## config.mk

```make
export PLATFORM = sky130hd
export DESIGN_NAME = ipx_expander
export DESIGN_NICKNAME = d
export VERILOG_FILES = /design/src/verilog/ipx_pkg.sv /design/src/verilog/ipx_expander.sv /design/src/verilog/ipx_sync.sv
export SDC_FILE = /design/constraint.sdc
export NUM_CORES = 1
export LEC_CHECK = 0
export ABC_AREA = 1
export BUFFER_PORTS_ARGS = -buffer_cell sky130_fd_sc_hd__buf_2
export CAP_MARGIN = 20
export CORE_AREA = 2 2 85 87
export CTS_BUF_LIST = sky130_fd_sc_hd__clkbuf_4 sky130_fd_sc_hd__clkbuf_8 sky130_fd_sc_hd__clkbuf_16
export CTS_CLUSTER_DIAMETER = 150
export DETAILED_ROUTE_END_ITERATION = 7
export DIE_AREA = 0 0 87 89
export PLACE_DENSITY_LB_ADDON = 0.08
export SLEW_MARGIN = 30
export SYNTH_ARGS = -nofsm -noshare
export SYNTH_HDL_FRONTEND = slang
export SYNTH_SLANG_ARGS = --single-unit
```

## constraint.sdc

```tcl
create_clock -name ref_clk -period 2.8 [get_ports ref_clk]
set_input_delay 0.14 -clock ref_clk [delete_from_list [all_inputs] [get_ports ref_clk]]
set_output_delay 0.14 -clock ref_clk [all_outputs]
set_load 0.02 [all_outputs]
```

## src/verilog/ipx_pkg.sv

```systemverilog
/*
  Shared constants of the port expander: address prefixes of the two variants,
  port reset value, latency limits and serial-state enumeration.
  Assumes a 10 MHz system clock named ref_clk.
*/
package ipx_pkg;
  localparam int          PORT_W          = 8;
  localparam logic [3:0]  ADDR_HI_VAR0    = 4'h4;
  localparam logic [3:0]  ADDR_HI_VAR1    = 4'h7;
  localparam logic [7:0]  PORT_RST        = 8'hff;
  localparam int          CLK_HZ          = 10000000;
  localparam int          IRQ_ASSERT_US   = 4;
  localparam int          IRQ_CLEAR_US    = 4;
  localparam int          PORT_UPDATE_US  = 4;
  localparam int          IRQ_ASSERT_CYC  = IRQ_ASSERT_US * (CLK_HZ / 1000000);
  localparam int          IRQ_CLEAR_CYC   = IRQ_CLEAR_US * (CLK_HZ / 1000000);
  localparam int          PORT_UPDATE_CYC = PORT_UPDATE_US * (CLK_HZ / 1000000);
  localparam logic [3:0]  BIT_LAST        = 4'h7;
  localparam logic [3:0]  BIT_ACK         = 4'h8;
  localparam logic [3:0]  BIT_ZERO        = 4'h0;
  localparam logic [2:0]  BIT_MSB         = 3'h7;

  typedef enum logic [2:0] {
    IPX_IDLE,
    IPX_ADDR,
    IPX_WR,
    IPX_RD,
    IPX_IGNORE
  } ipx_state_e;
endpackage

```

## src/verilog/ipx_expander.sv

```systemverilog
/*
  Two-wire serial eight-bit open-drain port expander: slave address match,
  quasi-bidirectional port latches, read snapshot and change interrupt.
  Assumes SCL and SDA arrive asynchronously and are resolved by the bench
  from the output enables; all pins are open drain.
*/
// Behaviour
// Variant 0 answers only addresses whose top four bits are 0100.
// Variant 1 answers only addresses whose top four bits are 0111.
// Low three address bits come from the three address-select pins.
// After reset all eight port latches hold one.
// Port pin drives low when its latch is zero, else released.
// Interrupt pin is open drain, low while pending.
// Interrupt asserts within 4 us of an input change.
// Interrupt releases within 4 us of the clearing acknowledge.
// Written port levels appear on pins within 4 us.
// Any edge on a pin whose latch is one raises interrupt.
// Read returns actual pin levels and clears the interrupt.
// Every written data byte updates all eight latches.
// Pin levels are sampled during the acknowledge before each read byte.
// Pin levels pass synchronisers before edge detection.
`timescale 1ns/1ps
module ipx_expander #(
  parameter bit VARIANT = 1'b0
) (
  input  wire logic                        ref_clk,
  input  wire logic                        nrst,
  input  wire logic                        scl_in,
  input  wire logic                        sda_in,
  output logic                             sda_oe,
  output logic                             sda_out,
  input  wire logic                        addr_sel_bit0_pin,
  input  wire logic                        addr_sel_bit1_pin,
  input  wire logic                        addr_sel_bit2_pin,
  input  wire logic [ipx_pkg::PORT_W-1:0]  io_port_pins_in,
  output logic      [ipx_pkg::PORT_W-1:0]  io_port_pins_out,
  output logic      [ipx_pkg::PORT_W-1:0]  io_port_pins_oe,
  output logic                             irq_n_out,
  output logic                             irq_n_oe
);
  localparam int W = ipx_pkg::PORT_W;

  logic       [1:0]   bus_s;
  logic       [W-1:0] pins_s;
  logic       [2:0]   asel_s;
  logic               scl_s;
  logic               sda_s;
  logic               scl_d_ff;
  logic               sda_d_ff;
  ipx_pkg::ipx_state_e st_ff;
  logic       [3:0]   bitc_ff;
  logic       [7:0]   shift_ff;
  logic       [W-1:0] latch_ff;
  logic       [W-1:0] pins_d_ff;
  logic       [W-1:0] snap_ff;
  logic               pend_ff;
  logic               ack_ff;
  logic               rd_ff;
  logic               sda_oe_ff;

  ipx_sync #(.W(2), .RST(2'h3)) u_bus_sync (
    .clk  (ref_clk),
    .nrst (nrst),
    .d    ({scl_in, sda_in}),
    .q    (bus_s)
  );
  ipx_sync #(.W(W), .RST(ipx_pkg::PORT_RST)) u_pin_sync (
    .clk  (ref_clk),
    .nrst (nrst),
    .d    (io_port_pins_in),
    .q    (pins_s)
  );
  ipx_sync #(.W(3), .RST(3'h0)) u_asel_sync (
    .clk  (ref_clk),
    .nrst (nrst),
    .d    ({addr_sel_bit2_pin, addr_sel_bit1_pin, addr_sel_bit0_pin}),
    .q    (asel_s)
  );

  assign scl_s = bus_s[1];
  assign sda_s = bus_s[0];

  wire        scl_rise   = scl_s & ~scl_d_ff;
  wire        scl_fall   = ~scl_s & scl_d_ff;
  wire        start_cond = scl_s & scl_d_ff & sda_d_ff & ~sda_s;
  wire        stop_cond  = scl_s & scl_d_ff & ~sda_d_ff & sda_s;
  wire [3:0]  addr_hi    = VARIANT ? ipx_pkg::ADDR_HI_VAR1 : ipx_pkg::ADDR_HI_VAR0;
  wire [6:0]  my_addr    = {addr_hi, asel_s};
  wire [7:0]  rx_byte    = {shift_ff[6:0], sda_s};
  wire        byte_done  = scl_rise & (bitc_ff == ipx_pkg::BIT_LAST);
  wire        addr_hit   = rx_byte[7:1] == my_addr;
  wire        in_ack     = bitc_ff == ipx_pkg::BIT_ACK;
  // Any edge on a pin used as an input; an output-low pin never toggles itself.
  wire        pin_edge   = |((pins_s ^ pins_d_ff) & latch_ff);
  wire        ack_fall   = scl_fall & in_ack;
  wire        rd_clear   = scl_rise & in_ack & rd_ff;
  wire        wr_clear   = ack_fall & (st_ff == ipx_pkg::IPX_WR);
  wire        nxt_pend   = pin_edge | (pend_ff & ~(rd_clear | wr_clear));
  wire [2:0]  tx_idx     = ipx_pkg::BIT_MSB - bitc_ff[2:0];
  wire        tx_bit     = snap_ff[tx_idx];

  always_ff @(posedge ref_clk or negedge nrst)
  begin
    if (!nrst)
    begin
      scl_d_ff  <= 1'b1;
      sda_d_ff  <= 1'b1;
      pins_d_ff <= ipx_pkg::PORT_RST;
      pend_ff   <= 1'b0;
      snap_ff   <= ipx_pkg::PORT_RST;
    end
    else
    begin
      scl_d_ff  <= scl_s;
      sda_d_ff  <= sda_s;
      pins_d_ff <= pins_s;
      pend_ff   <= nxt_pend;
      if (scl_rise & in_ack & rd_ff)
      begin
        snap_ff <= pins_s;
      end
    end
  end

  always_ff @(posedge ref_clk or negedge nrst)
  begin
    if (!nrst)
    begin
      st_ff     <= ipx_pkg::IPX_IDLE;
      bitc_ff   <= ipx_pkg::BIT_ZERO;
      shift_ff  <= 8'h00;
      latch_ff  <= ipx_pkg::PORT_RST;
      ack_ff    <= 1'b0;
      rd_ff     <= 1'b0;
      sda_oe_ff <= 1'b0;
    end
    else if (start_cond)
    begin
      st_ff     <= ipx_pkg::IPX_ADDR;
      bitc_ff   <= ipx_pkg::BIT_ZERO;
      rd_ff     <= 1'b0;
      ack_ff    <= 1'b0;
      sda_oe_ff <= 1'b0;
    end
    else if (stop_cond)
    begin
      st_ff     <= ipx_pkg::IPX_IDLE;
      rd_ff     <= 1'b0;
      sda_oe_ff <= 1'b0;
    end
    else
    begin
      if (scl_rise)
      begin
        shift_ff <= rx_byte;
        bitc_ff  <= in_ack ? ipx_pkg::BIT_ZERO : bitc_ff + 4'h1;
      end
      if (byte_done)
      begin
        case (st_ff)
          ipx_pkg::IPX_ADDR:
          begin
            ack_ff <= addr_hit;
            rd_ff  <= addr_hit & rx_byte[0];
            st_ff  <= addr_hit ? (rx_byte[0] ? ipx_pkg::IPX_RD : ipx_pkg::IPX_WR)
                               : ipx_pkg::IPX_IGNORE;
          end
          ipx_pkg::IPX_WR:
          begin
            latch_ff <= rx_byte;
            ack_ff   <= 1'b1;
          end
          ipx_pkg::IPX_RD:
          begin
            ack_ff <= 1'b0;
            // Master NACK arrives in the ack slot; release and wait for stop.
          end
          default:
          begin
            ack_ff <= 1'b0;
          end
        endcase
      end
      if (st_ff == ipx_pkg::IPX_RD && scl_rise && in_ack && sda_s)
      begin
        st_ff <= ipx_pkg::IPX_IGNORE;
        rd_ff <= 1'b0;
      end
      // SDA changes only while SCL is low, so data never mimics start or stop.
      if (scl_fall)
      begin
        // The acknowledge slot opens at the fall after the eighth rise, count at ack.
        if (in_ack && ack_ff)
        begin
          sda_oe_ff <= 1'b1;
          ack_ff    <= 1'b0;
        end
        else if (st_ff == ipx_pkg::IPX_RD && !in_ack)
        begin
          sda_oe_ff <= ~tx_bit;
        end
        else
        begin
          sda_oe_ff <= 1'b0;
        end
      end
    end
  end

  always_ff @(posedge ref_clk or negedge nrst)
  begin
    if (!nrst)
    begin
      io_port_pins_oe  <= {W{1'b0}};
      io_port_pins_out <= {W{1'b0}};
      irq_n_oe         <= 1'b0;
      irq_n_out        <= 1'b0;
      sda_oe           <= 1'b0;
      sda_out          <= 1'b0;
    end
    else
    begin
      io_port_pins_oe  <= ~latch_ff;
      io_port_pins_out <= {W{1'b0}};
      irq_n_oe         <= pend_ff;
      irq_n_out        <= 1'b0;
      sda_oe           <= sda_oe_ff;
      sda_out          <= 1'b0;
    end
  end
endmodule // ipx_expander

```

## src/verilog/ipx_sync.sv

```systemverilog
/*
  Three-stage synchroniser with agreement filter for a bus of pins.
  Assumes inputs are asynchronous to clk; output changes only once
  stages two and three agree.
*/
`timescale 1ns/1ps
module ipx_sync #(
  parameter int W   = 1,
  parameter logic [W-1:0] RST = '0
) (
  input  wire logic         clk,
  input  wire logic         nrst,
  input  wire logic [W-1:0] d,
  output logic      [W-1:0] q
);
  logic [W-1:0] s1_ff;
  logic [W-1:0] s2_ff;
  logic [W-1:0] s3_ff;
  logic [W-1:0] nxt_q;

  assign nxt_q = (s2_ff & s3_ff) | (q & (s2_ff | s3_ff));

  always_ff @(posedge clk or negedge nrst)
  begin
    if (!nrst)
    begin
      s1_ff <= RST;
      s2_ff <= RST;
      s3_ff <= RST;
      q     <= RST;
    end
    else
    begin
      s1_ff <= d;
      s2_ff <= s1_ff;
      s3_ff <= s2_ff;
      q     <= nxt_q;
    end
  end
endmodule // ipx_sync

```

==> qor.csv <==
metric;value;unit
status;complete, no violations;
Cell Rows;30;
first-pass GRT wire length;10.46;mm
worst-margin pin slew;0.5333;ns
Antenna diodes;0;
Initial Utilization;0.5985;
Setup violations, final;0;
via count;2279;
critical path required time;3.11;ns
Avg WL per Cell;12.92;µm
R2R Setup Slk;1.14;ns
Fillers;499;
IO Port Bufs;24;
Max transition margin;0.6445;
Num CTS Buffers;9;
CP endpoint kind;flop;
Core ar.;6719;µm²
TritonCTS Sinks;106;
area occupied by multi-input gates;1075;µm²
Longest Clk Path Bufs;2;
number of global-route vias before repair;2197;
final hold violation count;0;
All-Layer GR Usage;0.1792;
CTS Root Buffer Type;clkbuf_8;
post-synth cell types;32;
Final nets;401;
WP data arrival;1.97;ns
clk_skew;0.009219;ns
maxcap violations;0;
die area;7743;µm²
I/O pin count;35;
drt initial violations;97;
Die Width;87;µm
Pwr Density;706.2;nW/µm²
largest net degree at the start of global routing;45;
worst r2r src;bitc_ff[0];
Final Slew Violations;0;
Synth warnings;0;
Worst IR Drop VDD;0.4422;mV
RSZ-0062 raised after global routing;no;
min-delay worst type;input port to asynchronous set/reset pin;
Max Fclk;602.6;MHz
First-pass DRT Iterations;4;
ANT nets after route;0;
#FFs+latches synth;106;
Post-Syn Instances;337;
drc violations;0;
worst r2r dst;snap_ff[6];
worst-path maximum fanout;15;
clock-pin slew on the worst setup and hold paths;0.11;ns
CP Launch Type;flop;
Final HPWL DP;4.208;mm
total wire length after detailed routing;6.058;mm
CTS tree;yes;
Fin Hold WS;0.2836;ns
most common cell after layout, fill and taps aside;dfstp_2;
Crit Path Category;flop to flop;
FF-to-FF path depth;6;
Leakage;0.001993;µW
setup TNS;0;ns
Final period util;0.5927;
cell area after synthesis;4021;µm²
Remaining Overflow, GRT;0;
clock latency on the worst-skew pair;0.37;ns
register area share after synthesis;0.6801;
Die Y;89;µm
initial antenna violation count;0;
DR vias/cell;4.859;
placer congestion estimate;0.8668;
layout cell share with drive strength beyond 1;0.3702;
Layout area overhead;13.07;%
most frequent cells in the layout;dfstp_2 (66), nand2_1 (61), dfrtp_1 (40);
Syn Area/Cell;11.93;µm²
post_cts resized;0;
total area of sequential cells;2735;µm²
H-tree lvl count;3;
minimum clock period;1.659;ns
## synth_stat cells, drive strengths merged
| library cell | instances | share of area |
|---|---|---|
| ha | 2 | 0.0062 |
| conb | 1 | 0.00093 |
| maj3 | 13 | 0.032 |
| dfrtp | 40 | 0.25 |
| inv | 37 | 0.035 |
| nand3 | 15 | 0.020 |
| mux2 | 2 | 0.0075 |
| a21oi | 12 | 0.021 |
| buf | 12 | 0.024 |
| nand2 | 66 | 0.068 |
| clkbuf | 2 | 0.0022 |
| and2 | 1 | 0.0016 |
| o21ai | 24 | 0.038 |
| xnor2 | 3 | 0.0065 |
| o22ai | 2 | 0.0031 |
| o2bb2ai | 2 | 0.0044 |
| xor2 | 1 | 0.0022 |
| nand4 | 1 | 0.0016 |
| dfstp | 66 | 0.43 |
| nor2 | 31 | 0.036 |
| nor3 | 4 | 0.0087 |
## per-layer routing
layer  track usage  part of all wire
met4       0.04688            0.0068
met2        0.2838              0.49
met1        0.2434              0.47
met3       0.05633             0.034
met5             0                 0
## area by class of cell
cell class / instances / share of cell area
clock inverter: 7 / 0.01954
clock buffer: 9 / 0.02724
inverter: 37 / 0.03054
tap: 80 / 0.02201
sequential: 106 / 0.6015
multi-input combinational: 189 / 0.2364
timing repair buffer: 41 / 0.06274
## where the power goes
part           switching (µW)  internal (µW)
sequential                129           1730
combinational             255            156
clock                     577            369
total                     961           2250
## critical path: stages (launching register included)
cell	delay, ns
dfrtp_1	0.48
inv_1	0.16
ha_1	0.16
nand3_1	0.13
nor2_4	0.16
nand2_4	0.17
mux2_4	0.34
## worst max-delay path by stage
stage          slack, ns  startpoint  cells past startpoint    endpoint
2_1_floorplan       1.31  bitc_ff[0]                     10       rd_ff
3_3_place_gp        1.22  bitc_ff[0]                      6  snap_ff[5]
3_5_place_dp        1.15  bitc_ff[0]                      6  snap_ff[6]
4_1_cts             1.13  bitc_ff[0]                      6  snap_ff[6]
5_1_grt             0.97  bitc_ff[0]                      6  snap_ff[6]
6_report            1.14  bitc_ff[0]                      6  snap_ff[6]
## registers in the layout (all words and copies together), names as in the netlist, 4 cells and up
name,cells
u_pin_sync.s2_ff,8
shift_ff,7
snap_ff,8
u_pin_sync.q,8
pins_d_ff,8
u_pin_sync.s3_ff,8
io_port_pins_oe,8
bitc_ff,4
u_pin_sync.s1_ff,8
latch_ff,8
## repair_timing
item,CTS,global route
hold buffers,14,0
setup buffers,0,0
hold endpoints to repair,36,0
## metrics by stage
stage	util	std cells	setup WS (ns)	instance area [µm²]	power (µW)
floorplan	-	346	1.307	4055	2156
global placement	0.6242	439	1.220	4194	2262
detailed placement	0.6242	439	1.146	4194	2282
CTS	0.6767	469	1.133	4547	3264
global route	0.6767	469	0.9726	4547	3398
finish	0.6767	469	1.141	4547	3211
## cell families after synthesis
logic type | count (synthesis) | share of synthesized area
AOI/OAI and AO/OA | 40 | 0.06721
xor gates and xnor gates | 4 | 0.008713
adders and majority gates | 15 | 0.03858
buffers and inverters | 51 | 0.06098
DFF | 106 | 0.6801
muxes | 2 | 0.007468
other | 1 | 0.0009325
and+or+nand+nor | 118 | 0.1360
(Power assumes the default switching activity.)
